### config.mk
export PLATFORM = sky130hd
export DESIGN_NAME = elb_ctrl
export DESIGN_NICKNAME = d
export VERILOG_FILES = /design/src/hw/elb_pkg.sv /design/src/hw/elb_ctrl.sv /design/src/hw/elb_shaper.sv
export SDC_FILE = /design/constraint.sdc
export NUM_CORES = 1
export LEC_CHECK = 0
export BUFFER_PORTS_ARGS = -buffer_cell sky130_fd_sc_hd__buf_2
export CORE_MARGIN = 3
export CORE_UTILIZATION = 45
export DETAILED_ROUTE_END_ITERATION = 10
export PLACE_DENSITY_LB_ADDON = 0.3
export SLEW_MARGIN = 20
export SYNTH_ARGS = -nofsm -noshare
export SYNTH_HDL_FRONTEND = slang
export SYNTH_HIERARCHICAL = 1
export SYNTH_SLANG_ARGS = --single-unit
export TNS_END_PERCENT = 50
### constraint.sdc
create_clock -name clk_sys -period 5.3 [get_ports clk_sys]
set_input_delay 0.265 -clock clk_sys [delete_from_list [all_inputs] [get_ports clk_sys]]
set_output_delay 0.265 -clock clk_sys [all_outputs]
set_load 0.01 [all_outputs]
### src/hw/elb_pkg.sv
// constants for the enhanced indicator behaviour control block
// Overview of operation
// - pulsing bit set chops every active output with 5 kHz, 20% duty wave
// - rate field 11:10 sets shared blink rate or stretch time
// - rate field resets to 01, giving 5 Hz blink, 200 ms stretch
// - bits 7:5 pick stretch (1) or blink (0) per output; reset 1
// - bit 4 picks enhanced method (1) or simple method (0); reset 0
// - inactive method's settings are ignored while the other is chosen
// - bits 2:0 disable combined link/activity, duplex/collision views; reset 0
// - all writable behaviour fields are sticky
// - sticky fields survive software reset when retention is on, else default
// - each output has a four-bit mode selector with sixteen codes
package elb_pkg;
  localparam int CLK_HZ = 200_000_000;
  localparam int NUM_OUT = 3;

  // register addresses with the extended page selected
  localparam logic [4:0] ADDR_MODE_SEL = 5'h10;
  localparam logic [4:0] ADDR_BEHAV = 5'h11;

  // behaviour register fields
  localparam int BIT_PULSE_EN = 12;
  localparam int RATE_LSB = 10;
  localparam int STRETCH_LSB = 5;
  localparam int BIT_METHOD = 4;
  localparam int COMB_LSB = 0;
  localparam int MODE_W = 4;

  // reset values and writable masks
  localparam logic [15:0] RST_BEHAV = 16'h04E0;
  localparam logic [15:0] WMASK_BEHAV = 16'h1CF7;
  localparam logic [15:0] RST_MODE_SEL = 16'h021A;
  localparam logic [15:0] WMASK_MODE_SEL = 16'h0FFF;

  // indicator mode codes
  localparam logic [3:0] MODE_LINK_ACT = 4'h0;
  localparam logic [3:0] MODE_L1000_ACT = 4'h1;
  localparam logic [3:0] MODE_L100_ACT = 4'h2;
  localparam logic [3:0] MODE_L10_ACT = 4'h3;
  localparam logic [3:0] MODE_L100_1000 = 4'h4;
  localparam logic [3:0] MODE_L10_1000 = 4'h5;
  localparam logic [3:0] MODE_L10_100 = 4'h6;
  localparam logic [3:0] MODE_DPX_COL = 4'h8;
  localparam logic [3:0] MODE_COL = 4'h9;
  localparam logic [3:0] MODE_ACT = 4'hA;
  localparam logic [3:0] MODE_ANEG_FAULT = 4'hC;
  localparam logic [3:0] MODE_FORCE_OFF = 4'hE;
  localparam logic [3:0] MODE_FORCE_ON = 4'hF;

  // link speed codes
  localparam logic [1:0] SPEED_10 = 2'h0;
  localparam logic [1:0] SPEED_100 = 2'h1;
  localparam logic [1:0] SPEED_1000 = 2'h2;

  // pulsing waveform
  localparam int PULSE_FREQ_HZ = 5000;
  localparam int PULSE_DUTY_PCT = 20;
  localparam int PULSE_PERIOD_CYC = CLK_HZ / PULSE_FREQ_HZ;
  localparam int PULSE_HIGH_CYC = PULSE_PERIOD_CYC * PULSE_DUTY_PCT / 100;

  // timebase tick: half period of the fastest (20 Hz) blink
  localparam int TICK_MS = 25;
  localparam int TICK_CYC = CLK_HZ / 1000 * TICK_MS;
  // shortest stretch (rate 11), 50 ms, in ticks
  localparam int STRETCH_MS_MIN = 50;
  localparam logic [4:0] STRETCH_TICKS_MIN = 5'(STRETCH_MS_MIN / TICK_MS);
  localparam int HOLD_W = 5;
endpackage

### src/hw/elb_ctrl.sv
// enhanced indicator behaviour control: registers, timebase, outputs
`timescale 1ns/1ps
module elb_ctrl #(
  parameter int TICK_CYCLES = elb_pkg::TICK_CYC,
  parameter int PULSE_PERIOD_CYCLES = elb_pkg::PULSE_PERIOD_CYC,
  parameter int PULSE_HIGH_CYCLES = elb_pkg::PULSE_HIGH_CYC
) (
  // clock and reset
  input wire logic clk_sys,
  input wire logic srst,
  // management register port
  input wire logic ext_page_en,
  input wire logic [4:0] reg_addr,
  input wire logic reg_wr,
  input wire logic [15:0] reg_wdata,
  output logic [15:0] reg_rdata,
  // software reset and sticky retention
  input wire logic sw_reset,
  input wire logic sticky_retain_en,
  // link status
  input wire logic link_up,
  input wire logic [1:0] speed,
  input wire logic full_duplex,
  input wire logic activity,
  input wire logic collision,
  input wire logic autoneg_fault,
  // simple method drive
  input wire logic [elb_pkg::NUM_OUT-1:0] simple_drive,
  // indicators
  output logic indicator_output_0,
  output logic indicator_output_1,
  output logic indicator_output_2
);
  import elb_pkg::*;

  logic [15:0] indicator_behaviour_control;
  logic [15:0] indicator_mode_select;
  logic wr_behav;
  logic wr_mode;
  logic sticky_clear;
  logic [31:0] tick_cnt;
  logic tick;
  logic [2:0] blink_cnt;
  logic [2:0] blink_len;
  logic blink_phase;
  logic [31:0] pulse_cnt;
  logic pulse_wave;
  logic [1:0] rate;
  logic [NUM_OUT-1:0] shaped;
  logic [NUM_OUT-1:0] hold_act;
  logic [NUM_OUT-1:0] next_out;
  logic [NUM_OUT-1:0] out_q;

  assign wr_behav = reg_wr && ext_page_en && (reg_addr == ADDR_BEHAV);
  assign wr_mode = reg_wr && ext_page_en && (reg_addr == ADDR_MODE_SEL);
  // software reset drops sticky fields only when retention is off
  assign sticky_clear = sw_reset && !sticky_retain_en;
  assign rate = indicator_behaviour_control[RATE_LSB +: 2];

  // behaviour register, sticky: reset wins over a same-cycle write
  always_ff @(posedge clk_sys) begin
    if (srst || sticky_clear) begin
      indicator_behaviour_control <= RST_BEHAV;
    end else if (wr_behav) begin
      indicator_behaviour_control <= reg_wdata & WMASK_BEHAV;
    end
  end

  // mode select register, also sticky
  always_ff @(posedge clk_sys) begin
    if (srst || sticky_clear) begin
      indicator_mode_select <= RST_MODE_SEL;
    end else if (wr_mode) begin
      indicator_mode_select <= reg_wdata & WMASK_MODE_SEL;
    end
  end

  // read data one cycle after the address
  always_ff @(posedge clk_sys) begin
    if (srst) begin
      reg_rdata <= 16'h0000;
    end else if (ext_page_en && reg_addr == ADDR_BEHAV) begin
      reg_rdata <= indicator_behaviour_control;
    end else if (ext_page_en && reg_addr == ADDR_MODE_SEL) begin
      reg_rdata <= indicator_mode_select;
    end else begin
      reg_rdata <= 16'h0000;
    end
  end

  // 25 ms tick, shared by stretch and blink
  always_ff @(posedge clk_sys) begin
    if (srst || tick) begin
      tick_cnt <= '0;
    end else begin
      tick_cnt <= tick_cnt + 32'd1;
    end
  end
  assign tick = (tick_cnt == 32'(TICK_CYCLES - 1));

  // blink phase toggles every 1, 2, 4 or 8 ticks
  assign blink_len = 3'((4'd1 << (2'd3 - rate)) - 4'd1);
  always_ff @(posedge clk_sys) begin
    if (srst) begin
      blink_cnt <= '0;
      blink_phase <= 1'b0;
    end else if (tick) begin
      if (blink_cnt >= blink_len) begin
        blink_cnt <= '0;
        blink_phase <= !blink_phase;
      end else begin
        blink_cnt <= blink_cnt + 3'd1;
      end
    end
  end

  // free-running 5 kHz wave, high for the first fifth
  always_ff @(posedge clk_sys) begin
    if (srst || pulse_cnt == 32'(PULSE_PERIOD_CYCLES - 1)) begin
      pulse_cnt <= '0;
    end else begin
      pulse_cnt <= pulse_cnt + 32'd1;
    end
  end
  assign pulse_wave = (pulse_cnt < 32'(PULSE_HIGH_CYCLES));

  for (genvar g = 0; g < NUM_OUT; g++) begin : g_out
    elb_shaper u_shaper (
      .clk_sys(clk_sys),
      .srst(srst),
      .mode(indicator_mode_select[g*MODE_W +: MODE_W]),
      .stretch_sel(indicator_behaviour_control[STRETCH_LSB + g]),
      .combine_dis(indicator_behaviour_control[COMB_LSB + g]),
      .rate(rate),
      .tick(tick),
      .blink_phase(blink_phase),
      .link_up(link_up),
      .speed(speed),
      .full_duplex(full_duplex),
      .activity(activity),
      .collision(collision),
      .autoneg_fault(autoneg_fault),
      .shaped(shaped[g]),
      .hold_active(hold_act[g])
    );
  end

  // method select; enhanced settings unused in simple method and back
  always_comb begin
    if (indicator_behaviour_control[BIT_METHOD]) begin
      if (indicator_behaviour_control[BIT_PULSE_EN]) begin
        next_out = shaped & {NUM_OUT{pulse_wave}};
      end else begin
        next_out = shaped;
      end
    end else begin
      next_out = simple_drive;
    end
  end

  always_ff @(posedge clk_sys) begin
    if (srst) begin
      out_q <= '0;
    end else begin
      out_q <= next_out;
    end
  end
  assign indicator_output_0 = out_q[0];
  assign indicator_output_1 = out_q[1];
  assign indicator_output_2 = out_q[2];

  // checks
  AST_RESET_VALUE: assert property (@(posedge clk_sys)
    srst |=> indicator_behaviour_control == RST_BEHAV)
    else $error("behaviour register not at reset value");

  AST_RESERVED_ZERO: assert property (@(posedge clk_sys)
    disable iff (srst)
    (indicator_behaviour_control & ~WMASK_BEHAV) == 16'h0000)
    else $error("reserved behaviour bits not zero");

  AST_WRITE_TAKEN: assert property (@(posedge clk_sys)
    disable iff (srst)
    wr_behav && !sticky_clear
    |=> indicator_behaviour_control == ($past(reg_wdata) & WMASK_BEHAV))
    else $error("behaviour write not stored");

  AST_STICKY_KEEP: assert property (@(posedge clk_sys)
    disable iff (srst)
    sw_reset && sticky_retain_en && !wr_behav
    |=> $stable(indicator_behaviour_control))
    else $error("sticky field lost on software reset");

  AST_STICKY_CLEAR: assert property (@(posedge clk_sys)
    disable iff (srst)
    sticky_clear |=> indicator_behaviour_control == RST_BEHAV)
    else $error("sticky field kept with retention off");

  AST_SIMPLE_METHOD: assert property (@(posedge clk_sys)
    disable iff (srst)
    !indicator_behaviour_control[BIT_METHOD]
    |=> {indicator_output_2, indicator_output_1, indicator_output_0}
      == $past(simple_drive))
    else $error("simple method not followed");

  AST_PULSE_GATE: assert property (@(posedge clk_sys)
    disable iff (srst)
    indicator_behaviour_control[BIT_METHOD]
    && indicator_behaviour_control[BIT_PULSE_EN] && !pulse_wave
    |=> !indicator_output_0 && !indicator_output_1 && !indicator_output_2)
    else $error("output high outside pulse window");

  AST_PULSE_DUTY: assert property (@(posedge clk_sys)
    disable iff (srst)
    pulse_cnt == 32'd0 |-> pulse_wave [*8])
    else $error("pulse window too short");

  AST_FORCE_ON: assert property (@(posedge clk_sys)
    disable iff (srst)
    indicator_behaviour_control[BIT_METHOD]
    && !indicator_behaviour_control[BIT_PULSE_EN]
    && indicator_mode_select[3:0] == MODE_FORCE_ON
    |=> indicator_output_0)
    else $error("forced-on output is off");

  AST_STRETCH_HOLD: assert property (@(posedge clk_sys)
    disable iff (srst)
    activity && indicator_mode_select[3:0] == MODE_ACT
    |=> hold_act[0] [*8])
    else $error("stretch ended early");

  AST_COMBINE_OFF: assert property (@(posedge clk_sys)
    disable iff (srst)
    indicator_behaviour_control[BIT_METHOD]
    && !indicator_behaviour_control[BIT_PULSE_EN]
    && indicator_behaviour_control[COMB_LSB]
    && indicator_mode_select[3:0] == MODE_LINK_ACT
    |=> indicator_output_0 == $past(link_up))
    else $error("combine disable not showing link only");

  AST_BLINK_STEP: assert property (@(posedge clk_sys)
    disable iff (srst)
    blink_phase != $past(blink_phase) |-> $past(tick))
    else $error("blink phase moved without a tick");

  COV_ENHANCED: cover property (@(posedge clk_sys)
    wr_behav && reg_wdata[BIT_METHOD]);
  COV_PULSING: cover property (@(posedge clk_sys)
    indicator_behaviour_control[BIT_PULSE_EN] && indicator_output_0);
  COV_STICKY_RESET: cover property (@(posedge clk_sys) sticky_clear);
  COV_BLINK: cover property (@(posedge clk_sys)
    tick && hold_act[1] && !indicator_behaviour_control[STRETCH_LSB + 1]);
endmodule

### src/hw/elb_shaper.sv
// per-output indication decode, stretch and blink shaping
`timescale 1ns/1ps
module elb_shaper (
  // clock and reset
  input wire logic clk_sys,
  input wire logic srst,
  // settings
  input wire logic [elb_pkg::MODE_W-1:0] mode,
  input wire logic stretch_sel,
  input wire logic combine_dis,
  input wire logic [1:0] rate,
  // shared timing
  input wire logic tick,
  input wire logic blink_phase,
  // link status
  input wire logic link_up,
  input wire logic [1:0] speed,
  input wire logic full_duplex,
  input wire logic activity,
  input wire logic collision,
  input wire logic autoneg_fault,
  // shaped level
  output logic shaped,
  output logic hold_active
);
  import elb_pkg::*;

  logic [HOLD_W-1:0] hold;
  logic [HOLD_W-1:0] load;
  logic col_mode;
  logic evt;
  logic link_ok;
  logic evt_view;

  assign col_mode = (mode == MODE_DPX_COL) || (mode == MODE_COL);
  assign evt = col_mode ? collision : activity;
  // one extra tick covers the partial tick at the event
  assign load = HOLD_W'((STRETCH_TICKS_MIN << (2'd3 - rate)) + 5'd1);
  assign hold_active = (hold != '0);

  // restart on every event, count down on ticks
  always_ff @(posedge clk_sys) begin
    if (srst) begin
      hold <= '0;
    end else if (evt) begin
      hold <= load;
    end else if (tick && hold_active) begin
      hold <= hold - 5'd1;
    end
  end

  // stretch shows solid, blink shows the shared phase
  assign evt_view = hold_active && (stretch_sel || blink_phase);

  always_comb begin
    unique case (mode)
      MODE_LINK_ACT: link_ok = link_up;
      MODE_L1000_ACT: link_ok = link_up && (speed == SPEED_1000);
      MODE_L100_ACT: link_ok = link_up && (speed == SPEED_100);
      MODE_L10_ACT: link_ok = link_up && (speed == SPEED_10);
      MODE_L100_1000: link_ok = link_up && (speed != SPEED_10);
      MODE_L10_1000: link_ok = link_up && (speed != SPEED_100);
      MODE_L10_100: link_ok = link_up && (speed != SPEED_1000);
      MODE_DPX_COL: link_ok = full_duplex;
      default: link_ok = 1'b0;
    endcase
  end

  always_comb begin
    unique case (mode)
      MODE_COL, MODE_ACT: shaped = evt_view;
      MODE_ANEG_FAULT: shaped = autoneg_fault;
      MODE_FORCE_OFF: shaped = 1'b0;
      MODE_FORCE_ON: shaped = 1'b1;
      4'h7, 4'hB, 4'hD: shaped = 1'b0;
      // combined view: steady state, events dim it for the stretch or blink it
      default: shaped = link_ok &&
        (combine_dis || !hold_active || (!stretch_sel && blink_phase));
    endcase
  end
endmodule

==> results of run 1 <==
## area by class of cell
class	instances	area (sq um)
Clock buffer	21	450
Clock inverter	11	124
Fill cell	1284	6610
Inverter	36	135
Multi-Input combinational cell	557	3750
Sequential cell	121	2420
Tap cell	180	225
Timing Repair Buffer	52	268
## synth_stat cells, drive strengths merged (3+ instances only)
cell type    n
dfxtp      121
nor2        54
nand2       43
a21oi       42
nand3       41
inv         36
mux2i       34
nor3        33
or4         33
nand4       25
clkbuf      24
o31ai       23
xnor2       22
nor4        21
buf         20
a211oi      18
o21ai       16
or3         14
a21o        11
and3        10
nor4b       10
ha           9
xor2         9
nand2b       8
nor3b        8
and4         6
o311ai       6
o41ai        6
and2         5
nor2b        5
a311oi       4
mux2         4
nand3b       4
or2          4
a21boi       3
a221oi       3
a32oi        3
o32ai        3
## where the power goes
group          leakage, nW  switching [mW]  internal, mW
clock network        0.273           0.403         0.703
logic                 1.42          0.0558        0.0358
registers            0.979         0.00889         0.920
total                 2.67           0.468          1.66
## cell families after synthesis
logic type               Yosys count
buffers and inverters             80
flip-flops                       121
AO/OA/AOI/OAI                    146
XOR/XNOR                          31
adder cells (fa/ha/maj)            9
AND/OR/NAND/NOR                  330
multiplexers                      38
other                              1
## layer usage
metal | GRT usage [%] | wire length, um | vias to the layer above
met5 | 0 | 0 | -
met4 | 5.80 | 200 | 0
met3 | 4.92 | 929 | 17
met2 | 33.1 | 7590 | 184
met1 | 25.8 | 7100 | 2815
li1 | - | - | 2894
## stage by stage
stage	setup slack, ns	std cells	hold slack (ns)	util (%)
global placement	2.78	946	0.440	48.6
floorplan	2.86	758	0.334	-
finish	2.75	978	0.0688	52.7
global route	2.57	978	0.0671	52.7
detailed placement	2.76	946	0.455	48.6
CTS	2.74	978	0.0496	52.7
## tightest hold or removal path: cells and delay by family
family	cells	cell delay, ns
buf+inv	1	0.08
mux	1	0.05
simple gates	1	0.06
## state kept, by name (all words and copies together), names as in the netlist
signal,count
pulse_cnt,32
out_q,3
blink_cnt,3
blink_phase,1
indicator_mode_select,12
reg_rdata,13
tick_cnt,32
g_out.u_shaper/hold,15
indicator_behaviour_control,10
## worst paths after layout
path / from / end / slack, ns / depth (start not counted)
worst max register to register: pulse_cnt[9] / pulse_cnt[10] / 2.75 / 5
worst max-delay path: pulse_cnt[9] / pulse_cnt[10] / 2.75 / 5
worst min-delay path: reg_wdata[3] / indicator_mode_select[3] / 0.07 / 3
worst min register to register: tick_cnt[0] / tick_cnt[0] / 0.46 / 1
==> results by group, run 1 <==
Global routing
  – Total Routing Usage GR: 19.9%
  – Vias in the first global route: between 5000 and 6000
  – GRT overflow: 0
  – Largest net degree at the start of global routing: 37
  – Antenna violations before repair: 0
  – First-pass GRT wire length: around 27000 um

CTS
  – H-tree depth: 4
  – Cts repair resizes: 0
  – Hold buffer count at CTS: 0
  – Max Root-Sink Buffers: 2
  – Clock Sink Count: about 120
  – Root Driver: clkbuf_16
  – CTS Buf Count: 17
  – Postcts setup bufs: 0
  – Clk slew on worst S/H paths: 0.05 ns
  – CTS tree: yes
  – Worst skew pair latency: approximately 0.4 ns

Finish
  – Diode count: 0
  – Fraction of layout cells with a size suffix above 1: 13.3%
  – Post-Layout Inst Area: ~0.0074 sq mm
  – Area grow syn2layout: 13.3%
  – Commonest non-fill, non-tap cell in the layout: dfxtp_1
  – Most frequent cells in the layout: dfxtp_1, nor2_1, buf_2, nand2_1, a21oi_1
  – Nets: ~830

Timing
  – Actual slew at the worst max-slew pin: around 0.97 ns
  – Final Cycle Share: just under 50%
  – Achievable Freq: 0.393 GHz
  – Final setup vio count: 0
  – Final hold vios: 0
  – Crit path time final: ~2.5 ns
  – Setup Skew: around 0.0076 ns
  – Unrepaired setup endpoints after global routing: no
  – Headroom to the max-slew limit: approximately a third
  – Setup TNS: 0 ns
  – Slew Limit Fails: 0

Place
  – Gpl congestion: around 0.88
  – Port Buf Inserts: 49
  – Post-DP HPWL: between 10000 and 15000 um
  – Placed Area: about 0.007 sq mm

Logic synthesis
  – Largest family of logic cells by synthesized area: simple AND/OR/NAND/NOR gates
  – Synthesized instance count: 756
  – Yosys reg bits: between 100 and 150
  – Yosys Warn Count: 6
  – EDFF count, synth: 0
  – Adder-cell area share of the yosys netlist: 1.73%
  – Post-synthesis mux area share: around 6%
  – Post-Synth Simple-Gate Area: 30.1%
  – Post-synthesis compound-gate area fraction: between 10% and 20%
  – Synth top area share: a little under two fifths
  – Predominant post-synthesis flop cell: dfxtp_1
  – Seq/Total Area, Yosys: a little under two fifths
  – Distinct cells, synth: 60
  – Syn avg cell area: roughly 8.6 sq um
  – Synthesized area: 0.00651 sq mm
  – Post-Synth XOR/XNOR Area: between 4 and 5%
  – Post-synth ARST share: 0%
  – Top cell type by total area after synthesis: dfxtp_1
  – Ranking of synthesized cells by area: dfxtp_1, mux2i_1, or4_1, a21oi_1, nand3_1

Critical path
  – Critical Path, Cell by Cell: or4_1 -> or4_1 -> nor4_4 -> buf_4 -> nor3_1
  – Buf/Inv on CP: 1
  – Crit-path most repeated cell: or4_1
  – Critical path class: flop to flop
  – Crit Path Max Fanout: 16
  – Max incr delay on CP: 0.60 ns
  – CP delay by family, top: simple AND/OR/NAND/NOR gates
  – Slowest CP cell: nor4_4
  – Startpoint Class: flop
  – CP Capture Type: flop
  – Worst Path Arrival: 2.81 ns
  – Required @ worst endpoint: 5.57 ns

Floorplan
  – Io pins: 56
  – Vert. Die Dim: approximately 130 um
  – Rows: between 40 and 50
  – Die ar.: 0.0159 sq mm
  – Initial Utilization: a little under half
  – Core ar.: ~0.014 sq mm
  – Die Width: about 130 um

Worst hold path
  – Hold Path Class: primary input to flop

Drt
  – Vias: around 6000
  – Drt drc: 0
  – Detail Route Antenna Nets: 0
  – 1st-iter DRT viols: between 400 and 500
  – WL per Instance: roughly 16 um
  – DRT Wirelength: 15800 um
  – Pre-antenna DRT Iters: 5
  – Number of vias per cell: a little over 6

Power and ir drop
  – Static Leak: between 2 and 3 nW
  – PwrDens: a little under 300 mW/mm^2
  – Power, Total: about 2.1 mW
  – Worst VDD drop: 0.000221 V

Run status
  – Status: complete, no violations

Flow run
  – Max-capacitance violation count: 0
No activity file was read; power rests on OpenSTA's default activity.
==> run 2: changes to the inputs <==
--- a/config.mk
+++ b/config.mk
@@ -5,6 +5,7 @@
 export SDC_FILE = /design/constraint.sdc
 export NUM_CORES = 1
 export LEC_CHECK = 0
+export ABC_AREA = 1
 export BUFFER_PORTS_ARGS = -buffer_cell sky130_fd_sc_hd__buf_2
 export CORE_MARGIN = 3
 export CORE_UTILIZATION = 45
==> constraint.sdc (replaced) <==
create_clock -name clk_sys -period 2.1 [get_ports clk_sys]
set_input_delay 0.105 -clock clk_sys [delete_from_list [all_inputs] [get_ports clk_sys]]
set_output_delay 0.105 -clock clk_sys [all_outputs]
set_load 0.01 [all_outputs]
==> run 2 against run 1 <==
Non-clock buffer count increased by 24. Critical path depth increased by 6. Final cell count increased by 45%.
==> results by group, run 2 <==
Run status
  – Status: complete, no violations (unchanged)

Logic synthesis
  – Post-synth ARST share: 0% (unchanged)
  – Synth top area share: 34.1% (was 37.2%)
  – Post-synthesis mux area share: 0% (was 6.09%)
  – Synthesized instance count: 1115 (was 756)
  – Yosys Warn Count: 6 (unchanged)
  – Top cell type by total area after synthesis: dfxtp_1 (unchanged)
  – Post-Synth XOR/XNOR Area: 3.57% (was 4.17%)
  – Adder-cell area share of the yosys netlist: 1.58% (was 1.73%)
  – Largest family of logic cells by synthesized area: simple AND/OR/NAND/NOR gates (unchanged)
  – Post-synthesis compound-gate area fraction: 8.15% (was 15.2%)
  – Yosys reg bits: 121 (unchanged)
  – Seq/Total Area, Yosys: 34.1% (was 37.2%)
  – Most frequent cells after synthesis: nand2_1, nor2_1, inv_1 (was dfxtp_1, nor2_1, nand2_1)
  – Distinct cells, synth: 38 (was 60)
  – Syn avg cell area: 6.37 sq um (was 8.61 sq um)
  – EDFF count, synth: 0 (unchanged)
  – Predominant post-synthesis flop cell: dfxtp_1 (unchanged)
  – Most common cell in the netlist: nand2_1 (was dfxtp_1)
  – Post-Synth Simple-Gate Area: 41.7% (was 30.1%)
  – Synthesized area: 0.00711 sq mm (was 0.00651 sq mm)
  – Ranking of synthesized cells by area: dfxtp_1, nand2_1, nor2_1, inv_1, nand3_1 (was dfxtp_1, mux2i_1, or4_1, a21oi_1, nand3_1)

Floorplan
  – Core ar.: 0.0153 sq mm (was 0.0140 sq mm)
  – Rows: 45 (was 43)
  – Initial Utilization: 46.4% (was 46.5%)
  – Vert. Die Dim: 132 um (was 126 um)
  – Io pins: 56 (unchanged)
  – Die ar.: 0.0173 sq mm (was 0.0159 sq mm)
  – Die Width: 132 um (was 126 um)

Critical path
  – Worst Path Arrival: 2.22 ns (was 2.81 ns)
  – Buf/Inv on CP: 3 (was 1)
  – Crit-path most repeated cell: inv_1 (was or4_1)
  – Required @ worst endpoint: 2.41 ns (was 5.57 ns)
  – Startpoint Class: flop (unchanged)
  – CP Capture Type: flop (unchanged)
  – Critical Path, Cell by Cell: ha_1 -> nand3_2 -> nor2_4 -> inv_1 -> nor2_2 -> inv_1 -> nor3_4 -> buf_6 -> nand2_1 -> a21oi_1 -> nor2_1 (was or4_1 -> or4_1 -> nor4_4 -> buf_4 -> nor3_1)
  – CP delay by family, top: simple AND/OR/NAND/NOR gates (unchanged)
  – Slowest CP cell: dfxtp_1 (was nor4_4)
  – Critical path class: flop to flop (unchanged)
  – Crit Path Max Fanout: 5 (was 16)
  – Max incr delay on CP: 0.34 ns (was 0.60 ns)

Timing
  – Setup Skew: 0.00912 ns (was 0.00761 ns)
  – Slew Limit Fails: 0 (unchanged)
  – Headroom to the max-slew limit: 66.5% (was 34.7%)
  – Setup TNS: 0 ns (unchanged)
  – Hold slack: 0.100 ns (was 0.0688 ns)
  – Crit path time final: 1.91 ns (was 2.55 ns)
  – Achievable Freq: 0.524 GHz (was 0.393 GHz)
  – Final Cycle Share: 90.8% (was 48.0%)
  – Final setup vio count: 0 (unchanged)
  – Actual slew at the worst max-slew pin: 0.503 ns (was 0.974 ns)
  – Final hold vios: 0 (unchanged)
  – Unrepaired setup endpoints after global routing: no (unchanged)

Finish
  – Filler cells: 1557 (was 1284)
  – Commonest non-fill, non-tap cell in the layout: nand2_1 (was dfxtp_1)
  – Sequential cell area: 0.00242 sq mm (about the same)
  – Nets: 1240 (was 831)
  – Multi-input combinational cell area: 0.00394 sq mm (was 0.00375 sq mm)
  – Area grow syn2layout: 18.4% (was 13.3%)
  – Diode count: 0 (unchanged)
  – Fraction of layout cells with a size suffix above 1: 13.8% (was 13.3%)
  – Largest registers: pulse_cnt x32, tick_cnt x32, g_out.u_shaper/hold x15 (unchanged)
  – Util after Layout: 54.9% (was 52.7%)
  – Most frequent cells in the layout: nand2_1, nor2_1, inv_1, dfxtp_1, nand3_1 (was dfxtp_1, nor2_1, buf_2, nand2_1, a21oi_1)

Global routing
  – Met2 Usage GRT: 33.1% (about the same)
  – Antenna violations before repair: 0 (unchanged)
  – Most used routing layer: met2 (unchanged)
  – GRT overflow: 0 (unchanged)
  – First-pass GRT wire length: 30100 um (was 26600 um)
  – Vias in the first global route: 6441 (was 5580)
  – Largest net degree at the start of global routing: 33 (was 37)
  – Met3 global-route usage: 4.75% (was 4.92%)
  – Total Routing Usage GR: 20.9% (was 19.9%)
  – GR Util met1: 28.4% (was 25.8%)

Flow run
  – Max-capacitance violation count: 0 (unchanged)

Place
  – Post-DP HPWL: 13200 um (was 10700 um)
  – Port Buf Inserts: 49 (unchanged)
  – Gpl congestion: 0.932 (was 0.877)

CTS
  – CTS tree: yes (unchanged)
  – Clock Sink Count: 121 (unchanged)
  – Max Root-Sink Buffers: 2 (unchanged)
  – CTS Buf Count: 17 (unchanged)
  – Clk slew on worst S/H paths: 0.07 ns (was 0.05 ns)
  – Worst skew pair latency: 0.43 ns (was 0.41 ns)
  – H-tree depth: 4 (unchanged)
  – Root Driver: clkbuf_16 (unchanged)

Drt
  – WL per Instance: 12.4 um (was 16.2 um)
  – Detail Route Antenna Nets: 0 (unchanged)
  – Number of vias per cell: 4.88 (was 6.04)
  – 1st-iter DRT viols: 489 (was 437)
  – DRT Wirelength: 17600 um (was 15800 um)
  – Vias: 6918 (was 5910)
  – Pre-antenna DRT Iters: 5 (unchanged)
  – Drt drc: 0 (unchanged)

Power and ir drop
  – Power, Total: 5.83 mW (was 2.13 mW)
  – Static Leak: 3.59 nW (was 2.67 nW)
  – Worst VDD drop: 0.000593 V (was 0.000221 V)
  – PwrDens: 693 mW/mm^2 (was 288 mW/mm^2)

Worst hold path
  – Hold Path Class: primary input to flop (unchanged)
==> run 2: metrics by stage <==
stage | cells | area (sq um) | setup WS (ns)
after CTS | 1415 | 8380 | 0.00319
final | 1418 | 8410 | 0.193
after detailed placement | 1367 | 7590 | 0.0500
after global routing | 1418 | 8410 | 0.0183
after global placement | 1367 | 7590 | 0.130
after floorplan | 1117 | 7120 | 0.0267
==> run 2: worst paths after layout <==
| check | startpoint | cells past startpoint | slack [ns] | endpoint |
|---|---|---|---|---|
| hold / removal | reg_wr | 5 | 0.10 | indicator_behaviour_control[5] |
| setup reg to reg | tick_cnt[1] | 11 | 0.19 | g_out[2].u_shaper/hold[0] |
| setup / recovery | tick_cnt[1] | 11 | 0.19 | g_out[2].u_shaper/hold[0] |
| hold reg to reg | tick_cnt[0] | 1 | 0.42 | tick_cnt[0] |
==> run 2: logic make-up (layout without fill, tap and decap cells) <==
group / count (synthesis) / count (layout)
AOI/OAI and AO/OA: 101 / 101
xor gates and xnor gates: 29 / 29
adders and majority gates: 9 / 9
buffers and inverters: 179 / 269
DFF: 121 / 121
other: 1 / 3
and+or+nand+nor: 675 / 675
==> run 2: final cells by class <==
cell class,count,share of cell area [%]
clock inverters,15,2.39
repair buffers,76,5.96
multi-input cells,817,46.8
clock buffers,17,5.06
well taps,211,3.14
flip-flops and latches,121,28.8
inverters,161,7.85
==> run 2: routing by layer <==
layer	wire length [um]	vias to the layer above
li1	-	3652
met1	8810	3118
met2	7880	123
met3	690	25
met4	255	0
met5	0	-
==> run 2: tightest hold or removal path, delay by kind of cell <==
family        cells  cell delay, ns
simple gates      3            0.19
buf+inv           2            0.18
==> run 2: power breakdown <==
group          total (mW)  internal, mW  leakage, nW  switching (mW)
Combinational       0.355         0.141         2.30           0.214
Clock                3.11          1.91        0.306            1.20
Sequential           2.36          2.33        0.980          0.0299
==> run 2: what timing repair did <==
| item | 4_1_cts | 5_1_grt |
|---|---|---|
| setup buffers | 0 | 2 |
| endpoints found under the setup margin | 0 | 15 |
| hold buffers | 16 | 0 |
| endpoints found under the hold margin | 25 | 0 |
| resized for setup | 0 | 6 |
